$ cat src/core/csc_defs.vh
// Purpose: constants for the capacitive sense control block
// Assumes: byte offsets on a 32-bit APB bus, one register per word
// Notes:   offsets are local choices; no offsets are printed
`ifndef CSC_DEFS_VH
`define CSC_DEFS_VH

`define CSC_OFS_MAIN        12'h000
`define CSC_OFS_CHAN        12'h004

`define CSC_BIT_ENABLE      7
`define CSC_BIT_REFMODE     6
`define CSC_RANGE_HI        3
`define CSC_RANGE_LO        2
`define CSC_BIT_DIR         1
`define CSC_BIT_T0XSRC      0

`define CSC_MAIN_RESET      8'h00
`define CSC_CHAN_RESET      4'h0
`define CSC_MAIN_WMASK      8'hCD

`define CSC_CHAN_LAST       4'hB
`define CSC_CHAN_LAST_SMALL 4'h7
`define CSC_NUM_CHAN        12

`define CSC_RANGE_OFF       2'h0
`define CSC_RANGE_LOW       2'h1
`define CSC_RANGE_MED       2'h2
`define CSC_RANGE_HIGH      2'h3

`define CSC_SYNC_STAGES     2

`endif

$ cat src/core/csc_sync.v
// Purpose: two-flop synchroniser for one level from outside the clock
// Assumes: input is a slow level or an asynchronous pin
// Notes:   first stage is read only by the second stage
`timescale 1ns/1ps
`include "csc_defs.vh"

module csc_sync (
  input  wire pclk,
  input  wire presetn,
  input  wire async_in,
  output wire sync_out
);

  reg meta_q;
  reg sync_q;

  always @(posedge pclk or negedge presetn) begin
    if (!presetn) begin
      meta_q <= 1'b0;
      sync_q <= 1'b0;
    end else begin
      meta_q <= async_in;
      sync_q <= meta_q;
    end
  end

  assign sync_out = sync_q;

endmodule // csc_sync

$ cat src/core/csc_chan_decode.v
// Purpose: one-hot sense channel connect from the channel code
// Assumes: code is registered in the caller
// Notes:   reserved codes and absent channels connect nothing
`timescale 1ns/1ps
`include "csc_defs.vh"

module csc_chan_decode (
  input  wire                     enable,
  input  wire                     large_pkg,
  input  wire [3:0]               code,
  output wire [`CSC_NUM_CHAN-1:0] connect
);

  wire [3:0] last;

  // small package tops out at channel 7
  assign last = large_pkg ? `CSC_CHAN_LAST : `CSC_CHAN_LAST_SMALL;

  genvar i;
  generate
    for (i = 0; i < `CSC_NUM_CHAN; i = i + 1) begin : g_ch
      // compared at full integer width, so nothing is cut
      assign connect[i] = enable && (code <= last) &&
                          ({28'h0000000, code} == i);
    end
  endgenerate

endmodule // csc_chan_decode

$ cat src/core/csc_top.v
// Purpose: control and status registers of the capacitive sense block
// Assumes: APB slave on pclk; oscillator direction arrives asynchronously
// Notes:   analog oscillator and timer counters live outside this block
//
// What this block does
// RULE1 - block runs only while enable bit set
// RULE2 - reference mode bit picks variable or fixed
// RULE3 - fixed mode range 00 stops the oscillator
// RULE4 - variable mode range 00 is noise detection
// RULE5 - variable mode ranges 01-11 low, medium, high
// RULE6 - status bit one reads oscillator direction
// RULE7 - ext select picks oscillator or clock pin
// RULE8 - timer clock select low gives fosc/4
// RULE9 - disabled block connects no sense channel
// RULE10 - enabled, channel code picks matching input
// RULE11 - software avoids reserved channel codes
// RULE12 - channels eight to eleven only on large package
// RULE13 - channel register upper nibble reads zero
// RULE14 - channel bits reset to zero on reset
// RULE15 - writes to direction status bit are ignored
`timescale 1ns/1ps
`include "csc_defs.vh"

module csc_top (
  input  wire                     pclk,
  input  wire                     presetn,
  input  wire                     psel,
  input  wire                     penable,
  input  wire                     pwrite,
  input  wire [11:0]              paddr,
  input  wire [31:0]              pwdata,
  input  wire [3:0]               pstrb,
  output wire                     pready,
  output reg  [31:0]              prdata,
  output wire                     pslverr,
  input  wire                     large_pkg,
  input  wire                     osc_sourcing,
  input  wire                     timer0_clock_select,
  input  wire                     timer0_ext_clock_pin,
  input  wire                     sense_osc_clk,
  input  wire                     fosc_div4_clk,
  output wire                     sense_enable,
  output wire                     reference_mode_select,
  output wire                     osc_run,
  output wire                     noise_detect,
  output wire [1:0]               current_range,
  output wire                     charge_current_on,
  output wire                     timer0_ext_source_select,
  output wire                     timer0_clk_sel_osc,
  output wire                     timer0_clk_sel_pin,
  output wire                     timer0_clk_sel_fosc4,
  output wire                     timer0_clk,
  output wire [`CSC_NUM_CHAN-1:0] sense_input_n
);

  reg        sense_enable_q;
  reg        refmode_q;
  reg  [1:0] range_q;
  reg        t0xsrc_q;
  reg  [3:0] chan_q;
  wire       pkg_sync;
  wire       dir_sync;
  wire       acc;
  wire       wr;
  wire       rd;
  wire       hit_main;
  wire       hit_chan;
  wire [7:0] main_rd;
  wire [7:0] wbyte;

  // apb: zero wait states, error on unmapped addresses
  assign acc      = psel && penable;
  assign hit_main = (paddr == `CSC_OFS_MAIN);
  assign hit_chan = (paddr == `CSC_OFS_CHAN);
  assign wr       = acc && pwrite && pstrb[0];
  assign rd       = acc && !pwrite;
  assign pready   = 1'b1;
  assign pslverr  = acc && !hit_main && !hit_chan;
  assign wbyte    = pwdata[7:0];

  // direction pin is asynchronous to pclk
  csc_sync u_dir_sync (
    .pclk     (pclk),
    .presetn  (presetn),
    .async_in (osc_sourcing),
    .sync_out (dir_sync)
  );

  // package strap is a pin too, so it passes its own two-flop synchroniser
  csc_sync u_pkg_sync (
    .pclk     (pclk),
    .presetn  (presetn),
    .async_in (large_pkg),
    .sync_out (pkg_sync)
  );

  always @(posedge pclk or negedge presetn) begin
    if (!presetn) begin
      sense_enable_q <= 1'b0;
      refmode_q      <= 1'b0;
      range_q        <= `CSC_RANGE_OFF;
      t0xsrc_q       <= 1'b0;
      chan_q         <= `CSC_CHAN_RESET; // see RULE14
    end else if (wr && hit_main) begin
      // direction bit is not stored, so writes to it vanish see RULE15
      sense_enable_q <= wbyte[`CSC_BIT_ENABLE];
      refmode_q      <= wbyte[`CSC_BIT_REFMODE];
      range_q        <= wbyte[`CSC_RANGE_HI:`CSC_RANGE_LO];
      t0xsrc_q       <= wbyte[`CSC_BIT_T0XSRC];
    end else if (wr && hit_chan) begin
      // stored as written; reserved codes simply connect nothing
      chan_q <= wbyte[3:0];
    end
  end

  assign main_rd = {sense_enable_q, refmode_q, 2'b00, range_q,
                    dir_sync, t0xsrc_q}; // see RULE6

  always @(posedge pclk or negedge presetn) begin
    if (!presetn) begin
      prdata <= 32'h00000000;
    end else if (psel && !penable && !pwrite) begin
      if (hit_main)
        prdata <= {24'h000000, main_rd};
      else if (hit_chan)
        prdata <= {28'h0000000, chan_q}; // see RULE13
      else
        prdata <= 32'h00000000;
    end
  end

  assign sense_enable          = sense_enable_q; // see RULE1
  assign reference_mode_select = refmode_q;      // see RULE2
  assign current_range         = range_q;
  // fixed mode range 00 stops the oscillator see RULE3
  assign osc_run = sense_enable_q &&
                   (refmode_q || (range_q != `CSC_RANGE_OFF));
  // variable mode range 00 runs with no current see RULE4
  assign noise_detect = sense_enable_q && refmode_q &&
                        (range_q == `CSC_RANGE_OFF);
  // nonzero range drives current in either mode see RULE5
  assign charge_current_on = sense_enable_q &&
                             (range_q != `CSC_RANGE_OFF);

  assign timer0_ext_source_select = t0xsrc_q;
  assign timer0_clk_sel_osc   = timer0_clock_select && t0xsrc_q;  // see RULE7
  assign timer0_clk_sel_pin   = timer0_clock_select && !t0xsrc_q; // see RULE7
  assign timer0_clk_sel_fosc4 = !timer0_clock_select;             // see RULE8
  // clock mux is a behavioural stand-in for a glitch-free cell
  assign timer0_clk = !timer0_clock_select ? fosc_div4_clk :
                      (t0xsrc_q ? sense_osc_clk : timer0_ext_clock_pin);

  csc_chan_decode u_chan (
    .enable    (sense_enable_q), // see RULE9
    .large_pkg (pkg_sync),       // see RULE12
    .code      (chan_q),         // see RULE10
    .connect   (sense_input_n)
  );

endmodule // csc_top

$ cat config.mk
export PLATFORM = sky130hd
export DESIGN_NAME = csc_top
export DESIGN_NICKNAME = d
export VERILOG_FILES = /design/src/core/csc_sync.v /design/src/core/csc_chan_decode.v /design/src/core/csc_top.v
export VERILOG_INCLUDE_DIRS = /design/src /design/src/core
export SDC_FILE = /design/constraint.sdc
export NUM_CORES = 1
export LEC_CHECK = 0
export BUFFER_PORTS_ARGS = -buffer_cell sky130_fd_sc_hd__buf_2
export CORE_AREA = 8 8 66 68
export DETAILED_ROUTE_END_ITERATION = 12
export DIE_AREA = 0 0 74 76
export GPL_ROUTABILITY_DRIVEN = 0
export GPL_TIMING_DRIVEN = 0
export PLACE_DENSITY = 0.8
export SLEW_MARGIN = 10
export SYNTH_ARGS = -nofsm -noshare
export SYNTH_HDL_FRONTEND = slang
export SYNTH_SLANG_ARGS = --single-unit
$ cat constraint.sdc
create_clock -name pclk -period 4.85 [get_ports pclk]
set_clock_uncertainty 0.15 [all_clocks]
set_input_delay 1.2125 -clock pclk [delete_from_list [all_inputs] [get_ports pclk]]
set_output_delay 1.2125 -clock pclk [all_outputs]
set_load 0.01 [all_outputs]
==> qor.yml, run 1 <==
clk_latency_ps: 300
min_period_ps: 3510
drt-initial-drc-count: 26
finalHoldViolCount: 0
post_dp_cell_area_um2: 1680
io_pins: 117
drtPass1Iterations: 2
h-tree-depth: 1
drc_errors: 0
grt_antenna_before_repair: 0
clockBufferDepth: 2
dp_hpwl_um: 2630
status: "finished clean"
finalPower_uw: 294
multi_input_area_um2: 616
antenna_cells: 0
start_util: 0.356
slew_viol_final: 0
fmax_mhz: 285
p_leak_uw: 0.000990
yosysUniqueCellTypes: 29
cts_setup_buffers: 0
crit_path_max_fanout: 9
io_buffers: 59
avgSynthCellArea_um2: 10.1
syn_inst: 122
crit_required_ps: 3490
synth_area_um2: 1230
grt_use_total: 0.103
die_area_um2: 5620
cts_tree: "built"
setup_viol: 0
cts-root-buf: "clkbuf_4"
design_area_um2: 1700
drive_above_1_share: 0.490
routedWlPerCell_um: 11.5
maxCapViolCount: 0
crit_family: "simple AND/OR/NAND/NOR gates"
p_per_area_nw_per_um2: 173
grt.overflow.total: 0
synth-seq-area-share: 0.388
irDropWorstVdd_v: 0.000115
cts.repair.resized: 0
min_path_type: "reg2reg"
worstSetupPathType: "reg2out"
hold_ws_ps: 211
fin_tns_setup_ps: 0
crit_path_end_kind: "output pin"
clkTransAtPathRegs_ps: 110
p_int_uw: 218
setup_slack_ps: 1340
fin_crit_sh: 0.724
seq_power_share: 0.547
routed_wl_um: 2960
ctsHoldBuffers: 0
syn_to_final_growth_pct: 38.9
numCtsBuffers: 3
core_area_um2: 3440
switching_share: 0.259
worstSetupStartpointType: "flop"
cp.arrival_ps: 2150
cts_num_sinks: 19
ys_ff_latch: 19
rsz0062_at_grt: "false"
grt_pass1_vias: 1005
regArea_um2: 475
dp_slack_ps: 1550
vias: 1056
vias_per_cell: 4.09
slowest_delay_ps: 490
yosysWarningCount: 0
die_h_um: 76
cp_cell_sequence: "ha_1 > a21oi_1 > nand2_1 > or3_1 > nor3_1 > buf_2"
die_w_um: 74
path_buf_inv: 1
comb_power_share: 0.183
nets: 272
drtAntennaViolNets: 0
nFillCells: 347
grt_pass1_wl_um: 4660
num_rows: 22
p_switching_uw: 76.1
grt_max_degree: 20
cp_slowest_cell: "dfrtp_1"
power_frac_clock: 0.270
-- flip-flops by register name, summed over array words and instances (netlist names) --
signal and count:
u_dir_sync.sync_out 1, u_pkg_sync.sync_out 1, u_dir_sync.meta_q 1, timer0_ext_source_select 1, chan_q 4, current_range 2, sense_enable 1, prdata 6
u_pkg_sync.meta_q 1, reference_mode_select 1
-- worst paths after layout --
path / slack, ps / endpoint / cells past startpoint / startpoint
hold reg to reg: 210 / u_pkg_sync.sync_out$_DFF_PN0_ / 0 / u_pkg_sync.meta_q$_DFF_PN0_
setup / recovery: 1340 / sense_input_n[0] / 6 / chan_q[3]$_DFFE_PN0P_
min in group asynchronous: 670 / u_pkg_sync.meta_q$_DFF_PN0_ / 1 / presetn
setup reg to reg: 3730 / sense_enable$_DFFE_PN0P_ / 2 / sense_enable$_DFFE_PN0P_
hold / removal: 210 / u_pkg_sync.sync_out$_DFF_PN0_ / 0 / u_pkg_sync.meta_q$_DFF_PN0_
max in group asynchronous: 3600 / prdata[2]$_DFFE_PN0P_ / 1 / presetn
-- metal layers --
metal  part of all wire  wire [um]  up-vias  global-route usage
met5                  0          0        -                   0
met4             0.0091         27        0              0.0300
met3              0.095        281        3              0.0368
met2               0.55       1620       33               0.191
met1               0.35       1040      477               0.102
li1                   -          -      543                   -
-- cell families (layout without fill, tap and decap cells) --
kind of cell,Yosys count,in the layout,share of synthesized area
adder cells (fa/ha/maj),2,2,0.0204
AO/OA/AOI/OAI,11,11,0.0541
AND/OR/NAND/NOR,42,42,0.206
flip-flops,19,19,0.388
buffers and inverters,32,95,0.187
multiplexers,14,14,0.139
other,2,27,0.00612
-- power by group through the flow --
stage	combinational (uW)	clock (uW)	sequential, uW
finish	53.8	79.5	161
CTS	53.0	83.9	161
global route	59.5	88.4	161
global placement	52.2	0	164
floorplan	33.3	0	164
detailed placement	53.0	0	164
-- layout by cell type, fill, tap and decap left out, types with 4 or more instances in the layout --
master   count
buf_2       59
buf_4       27
conb_1      27
dfrtp_1     19
mux2_2       4
mux2_4       5
mux2i_1      5
nand2_1      8
nor2_1      12
nor3_1       6
o21ai_0      4
-- cell usage after synthesis, drive strengths merged --
master / n / area share
a21oi: 3 / 0.012
a22o: 2 / 0.014
a31oi: 1 / 0.0051
and2: 1 / 0.0051
and3: 1 / 0.0051
and3b: 1 / 0.0071
and4: 1 / 0.0071
buf: 28 / 0.17
clkbuf: 2 / 0.0061
conb: 2 / 0.0061
dfrtp: 19 / 0.39
ha: 2 / 0.020
inv: 2 / 0.0061
mux2: 9 / 0.098
mux2i: 5 / 0.041
nand2: 8 / 0.024
nand2b: 3 / 0.015
nand3: 1 / 0.0082
nand4: 1 / 0.0051
nand4b: 3 / 0.021
nor2: 12 / 0.037
nor3: 6 / 0.024
nor3b: 1 / 0.0061
nor4: 2 / 0.035
o21a: 1 / 0.0061
o21ai: 4 / 0.016
or3: 1 / 0.0051
-- final cells by class --
class | instances | area share
Sequential cell | 19 | 0.279
Multi-Input combinational cell | 96 | 0.361
Timing Repair Buffer | 59 | 0.173
Clock inverter | 1 | 0.00294
Buffer | 30 | 0.130
Inverter | 2 | 0.00441
Clock buffer | 3 | 0.0132
Tap cell | 48 | 0.0353
-- worst reg2reg max path, cell delays in order (launching register included) --
cell      delay [ps]
dfrtp_1          390
clkbuf_1         190
mux2_4           300
-- per-stage QoR --
stage,util,std cells
finish,0.495,258
global route,0.495,258
CTS,0.495,258
detailed placement,0.487,254
global placement,0.487,254
floorplan,-,147
No activity file was read; power rests on OpenSTA's default activity.
==> run 2, diff against run 1 <==
--- a/config.mk
+++ b/config.mk
@@ -7,12 +7,12 @@
 export NUM_CORES = 1
 export LEC_CHECK = 0
 export BUFFER_PORTS_ARGS = -buffer_cell sky130_fd_sc_hd__buf_2
-export CORE_AREA = 8 8 66 68
+export CORE_AREA = 8 8 70 72
 export DETAILED_ROUTE_END_ITERATION = 12
-export DIE_AREA = 0 0 74 76
+export DIE_AREA = 0 0 78 80
 export GPL_ROUTABILITY_DRIVEN = 0
 export GPL_TIMING_DRIVEN = 0
-export PLACE_DENSITY = 0.8
+export PLACE_DENSITY = 0.75
 export SLEW_MARGIN = 10
 export SYNTH_ARGS = -nofsm -noshare
 export SYNTH_HDL_FRONTEND = slang
==> constraint.sdc (replaced) <==
create_clock -name pclk -period 3.1 [get_ports pclk]
set_clock_uncertainty 0.15 [all_clocks]
set_input_delay 0.775 -clock pclk [delete_from_list [all_inputs] [get_ports pclk]]
set_output_delay 0.775 -clock pclk [all_outputs]
set_load 0.01 [all_outputs]
==> run 2 against run 1 <==
Net effect: worst hold slack worse by 11 ps; die area up 11%; global-route usage down 0.37 points; total power up 73%; utilization down 4.6 points; combinational power up 58%; via count down 1.7%; first-iteration DRC count down 12%; critical path type unchanged; sequential cell count unchanged; non-clock buffer count unchanged.
==> qor.yml, run 2 (synthesized netlist as in run 1, its figures left out) <==
status: "finished clean"
largest_register_ffs: 6
reg2reg_depth: 2
post_dp_cell_area_um2: 1680
crit_required_ps: 2170
slew_viol_final: 0
setup_viol: 0
p_per_area_nw_per_um2: 295
fin_tns_setup_ps: 0
cts-root-buf: "clkbuf_8"
nets: 272
slowest_delay_ps: 470
fin_crit_sh: 0.938
grt_use_total: 0.0996
antenna_cells: 0
maxCapViolCount: 0
regMostFlops: "prdata"
drtAntennaViolNets: 0
fmax_mhz: 344
final_common_cell: "buf_2"
routedWlPerCell_um: 12.0
vias: 1038
crit_path_max_fanout: 9
start_util: 0.318
timing.rr.end: "sense_enable$_DFFE_PN0P_"
routed_wl_um: 3120
cts_num_sinks: 19
io_pins: 117
die_area_um2: 6240
cp_cell_sequence: "ha_1 > a21oi_2 > nand2_1 > or3_1 > nor3_1 > buf_2"
drt-initial-drc-count: 23
grt_antenna_before_repair: 0
numCtsBuffers: 3
finalHoldViolCount: 0
hold_ws_ps: 200
clk_latency_ps: 260
grt.overflow.total: 0
clkTransAtPathRegs_ps: 70
worstSetupPathType: "reg2out"
r2r_setup_slack_ps: 1990
grt_max_degree: 20
irDropWorstVdd_v: 0.000218
rsz0062_at_grt: "false"
cp-startpoint: "chan_q[3]$_DFFE_PN0P_"
die_w_um: 78
design_area_um2: 1730
die_h_um: 80
io_buffers: 59
core_area_um2: 3860
drc_errors: 0
drive_above_1_share: 0.500
vias_per_cell: 3.99
clockBufferDepth: 2
mostFrequentLayoutCells: "59 x buf_2, 27 x buf_4, 27 x conb_1"
worstSetupStartpointType: "flop"
min_period_ps: 2910
r2r-start: "sense_enable$_DFFE_PN0P_"
cts_tree: "built"
cp_slowest_cell: "dfrtp_2"
crit_end: "sense_input_n[0]"
cp.arrival_ps: 1980
crit_path_end_kind: "output pin"
drtPass1Iterations: 4
grt_pass1_wl_um: 4950
ctsHoldBuffers: 0
dp_slack_ps: 377
setup_slack_ps: 191
grt_pass1_vias: 1011
num_rows: 23
min_path_type: "reg2reg"
syn_to_final_growth_pct: 41.0
finalPower_uw: 510
h-tree-depth: 1
dp_hpwl_um: 2680
p_leak_uw: 0.000997
## run 2: per-stage QoR
step / util / instances
final: 0.448 / 260
after CTS: 0.447 / 260
after floorplan: - / 147
after global routing: 0.448 / 260
after global placement: 0.435 / 256
after detailed placement: 0.435 / 256
## run 2: critical path: cells and delay by family (launching register included)
family,cells,cell delay (ps)
AOI/OAI and AO/OA,1,200
and+or+nand+nor,3,550
DFF,1,470
adders and majority gates,1,340
buffers and inverters,1,160
## run 2: metal layers
| metal | wire length [um] | track usage |
|---|---|---|
| met1 | 1210 | 0.0993 |
| met3 | 227 | 0.0417 |
| met4 | 47 | 0.0444 |
| met2 | 1630 | 0.178 |
| met5 | 0 | 0 |
## run 2: area by class of cell
class                           count  area, um2
Buffer                             30        221
Inverter                            2       7.51
Clock inverter                      1       5.00
Sequential cell                    19        477
Clock buffer                        3       41.3
Fill cell                         407       2130
Multi-Input combinational cell     96        619
Timing Repair Buffer               59        295
Tap cell                           50       62.6
## run 2: how the worst min path moves through the flow
| stage | slack, ps | end | depth (start not counted) | from |
|---|---|---|---|---|
| floorplan | 180 | u_dir_sync.sync_out$_DFF_PN0_ | 0 | u_dir_sync.meta_q$_DFF_PN0_ |
| global placement | 180 | u_dir_sync.sync_out$_DFF_PN0_ | 0 | u_dir_sync.meta_q$_DFF_PN0_ |
| detailed placement | 190 | u_dir_sync.sync_out$_DFF_PN0_ | 0 | u_dir_sync.meta_q$_DFF_PN0_ |
| CTS | 200 | u_dir_sync.sync_out$_DFF_PN0_ | 0 | u_dir_sync.meta_q$_DFF_PN0_ |
| global route | 200 | u_dir_sync.sync_out$_DFF_PN0_ | 0 | u_dir_sync.meta_q$_DFF_PN0_ |
| finish | 200 | u_dir_sync.sync_out$_DFF_PN0_ | 0 | u_dir_sync.meta_q$_DFF_PN0_ |
## run 2: report_power, final
| part | switching [uW] | leakage, uW | internal [uW] |
|---|---|---|---|
| Sequential | 0.859 | 0.000255 | 250 |
| Combinational | 42.6 | 0.000717 | 42.4 |
| Clock | 83.8 | 0.0000255 | 89.5 |
| Total | 127 | 0.000997 | 382 |
## run 2: repair_timing
action                     in CTS  in global routing
setup endpoints to repair       0                  1
setup buffers                   0                  0
resized for setup               0                  2
==> run 3, diff against run 2 <==
--- a/config.mk
+++ b/config.mk
@@ -6,13 +6,14 @@
 export SDC_FILE = /design/constraint.sdc
 export NUM_CORES = 1
 export LEC_CHECK = 0
+export ABC_AREA = 1
 export BUFFER_PORTS_ARGS = -buffer_cell sky130_fd_sc_hd__buf_2
-export CORE_AREA = 8 8 70 72
+export CORE_AREA = 8 8 71 73
 export DETAILED_ROUTE_END_ITERATION = 12
-export DIE_AREA = 0 0 78 80
+export DIE_AREA = 0 0 79 81
 export GPL_ROUTABILITY_DRIVEN = 0
 export GPL_TIMING_DRIVEN = 0
-export PLACE_DENSITY = 0.75
+export PLACE_DENSITY = 0.74
 export SLEW_MARGIN = 10
 export SYNTH_ARGS = -nofsm -noshare
 export SYNTH_HDL_FRONTEND = slang
==> run 3 against run 2 <==
Net effect: largest cell class unchanged; maximum frequency is 6.5% higher; worst hold slack improved by 2.9 ps; non-clock buffer count is 2 lower; synthesized area rose by 5.1%; sequential share of layout area down 1.0 points; global-route usage is 0.38 points higher; sequential power about the same; worst setup slack improved by 180 ps; cell count grew 22%; cell area increased by 3.5%; largest power group unchanged.
==> qor.yml, run 3 <==
setup_viol: 0
grt_use_total: 0.103
io_buffers: 60
slew_viol_final: 0
cts_num_sinks: 19
io_pins: 117
mostFrequentLayoutCells: "60 x buf_2, 46 x nand2_1, 27 x buf_4, 27 x conb_1"
dp_hpwl_um: 2920
power_frac_clock: 0.332
die_h_um: 81
fmax_mhz: 366
fin_tns_setup_ps: 0
p_switching_uw: 123
antenna_cells: 0
synth_top_area_share: 0.369
grt_antenna_before_repair: 0
syn_to_final_growth_pct: 38.9
min_period_ps: 2730
cp_cell_sequence: "ha_1 > a21o_1 > a21oi_4 > nand2_1 > nor2_1 > buf_2"
drtPass1Iterations: 4
p_per_area_nw_per_um2: 283
drt-initial-drc-count: 35
async_flop_share: 1.00
p_int_uw: 384
start_util: 0.329
vias: 1253
core_area_um2: 3910
worstSetupStartpointType: "flop"
irDropWorstVdd_v: 0.000185
avgSynthCellArea_um2: 7.28
die_w_um: 79
clockBufferDepth: 2
clkTransAtPathRegs_ps: 70
cts.repair.resized: 0
die_area_um2: 6400
r2r_setup_slack_ps: 2130
ys.flop_type: "dfrtp_1"
yosys-top-cells-count: "46 x nand2_1, 27 x buf_4, 23 x inv_1, 23 x nor2_1, 19 x dfrtp_1"
regMostFlops: "prdata"
drc_errors: 0
vias_per_cell: 3.97
grt.overflow.total: 0
h-tree-depth: 1
yosysUniqueCellTypes: 21
synthMostInstantiatedCell: "nand2_1"
rsz0062_at_grt: "false"
yosysWarningCount: 0
crit_required_ps: 2170
synth-edff-count: 0
num_rows: 23
nFillCells: 406
slowest_delay_ps: 430
hold_ws_ps: 203
numCtsBuffers: 3
yosysTopAreaCell: "dfrtp_1"
clk_latency_ps: 250
comb_power_share: 0.172
min_path_type: "reg2reg"
drtAntennaViolNets: 0
synth-seq-area-share: 0.369
drive_above_1_share: 0.372
cts-root-buf: "clkbuf_8"
crit_path_max_fanout: 5
grt_pass1_wl_um: 5530
synth_area_um2: 1290
worstSetupPathType: "reg2out"
syn_inst: 177
cp.arrival_ps: 1810
cts_setup_buffers: 0
nets: 328
finalHoldViolCount: 0
fin_crit_sh: 0.881
ys_ff_latch: 19
routedWlPerCell_um: 10.6
grt_max_degree: 20
seq_power_share: 0.496
routed_wl_um: 3350
switching_share: 0.243
synth_area_leaders: "dfrtp_1 37%, buf_4 16%, nand2_1 13%"
final_common_cell: "buf_2"
crit_path_end_kind: "output pin"
cts_tree: "built"
maxCapViolCount: 0
grt_pass1_vias: 1314
cp_slowest_cell: "dfrtp_1"
largest_register_ffs: 6
ctsHoldBuffers: 0
status: "finished clean"
p_leak_uw: 0.00110
-- run 3: cell count changes after synthesis, moves of 6 or more --
cell	before	now
nor2_1	12	23
inv_1	2	23
nand2_1	8	46
nor3_1	6	0
nand3_1	0	10
-- run 3: final timing paths --
check                                                 start                                end  cells past startpoint
max in group asynchronous                           presetn              chan_q[2]$_DFFE_PN0P_                      1
worst max register to register        chan_q[1]$_DFFE_PN0P_              prdata[1]$_DFFE_PN0P_                      4
worst min register to register  u_pkg_sync.meta_q$_DFF_PN0_      u_pkg_sync.sync_out$_DFF_PN0_                      0
min in group asynchronous                           presetn  reference_mode_select$_DFFE_PN0P_                      1
worst max-delay path                  chan_q[3]$_DFFE_PN0P_                   sense_input_n[7]                      6
worst min-delay path            u_pkg_sync.meta_q$_DFF_PN0_      u_pkg_sync.sync_out$_DFF_PN0_                      0
-- run 3: cell families (layout without fill, tap and decap cells) --
| logic type | count (synthesis) | count (layout) | share of synthesized area |
|---|---|---|---|
| other | 2 | 27 | 0.00583 |
| DFF | 19 | 19 | 0.369 |
| and+or+nand+nor | 88 | 88 | 0.308 |
| AOI/OAI and AO/OA | 16 | 16 | 0.0738 |
| adders and majority gates | 2 | 2 | 0.0194 |
| buffers and inverters | 50 | 114 | 0.224 |
-- run 3: final cells by class --
cell class,instances,area [um2],share of cell area
Buffer,27,203,0.113
Clock buffer,4,45.0,0.0252
Inverter,23,86.3,0.0482
Multi-Input combinational cell,133,618,0.345
Sequential cell,19,475,0.266
Tap cell,50,62.6,0.0349
Timing Repair Buffer,60,300,0.168
-- run 3: power groups by stage --
stage / logic, uW / clock network (uW) / registers (uW)
global placement: 84.3 / 0 / 256
CTS: 85.8 / 174 / 252
finish: 87.2 / 168 / 252
global route: 98.1 / 181 / 252
floorplan: 56.0 / 0 / 256
detailed placement: 85.6 / 0 / 256
-- run 3: routing by layer --
layer / global-route usage / share of wire / up-vias
li1: - / - / 671
met1: 0.110 / 0.41 / 529
met4: 0.0222 / 0.0039 / 0
met3: 0.0331 / 0.087 / 2
met2: 0.195 / 0.49 / 51
met5: 0 / 0 / -
-- run 3: metrics by stage --
| stage | utilization | setup slack, ps | area, um2 | total power [uW] | instances |
|---|---|---|---|---|---|
| after floorplan | - | 801 | 1380 | 312 | 202 |
| after detailed placement | 0.446 | 455 | 1750 | 342 | 312 |
| after CTS | 0.457 | 347 | 1790 | 511 | 316 |
| after global placement | 0.446 | 473 | 1750 | 340 | 312 |
| final | 0.457 | 369 | 1790 | 507 | 316 |
| after global routing | 0.457 | 246 | 1790 | 531 | 316 |
-- run 3: worst max-delay path, delay by kind of cell (launching register included) --
kind,cells,cell delay [ps]
AOI/OAI and AO/OA,2,410
adders and majority gates,1,340
buffers and inverters,1,140
DFF,1,430
and+or+nand+nor,2,210
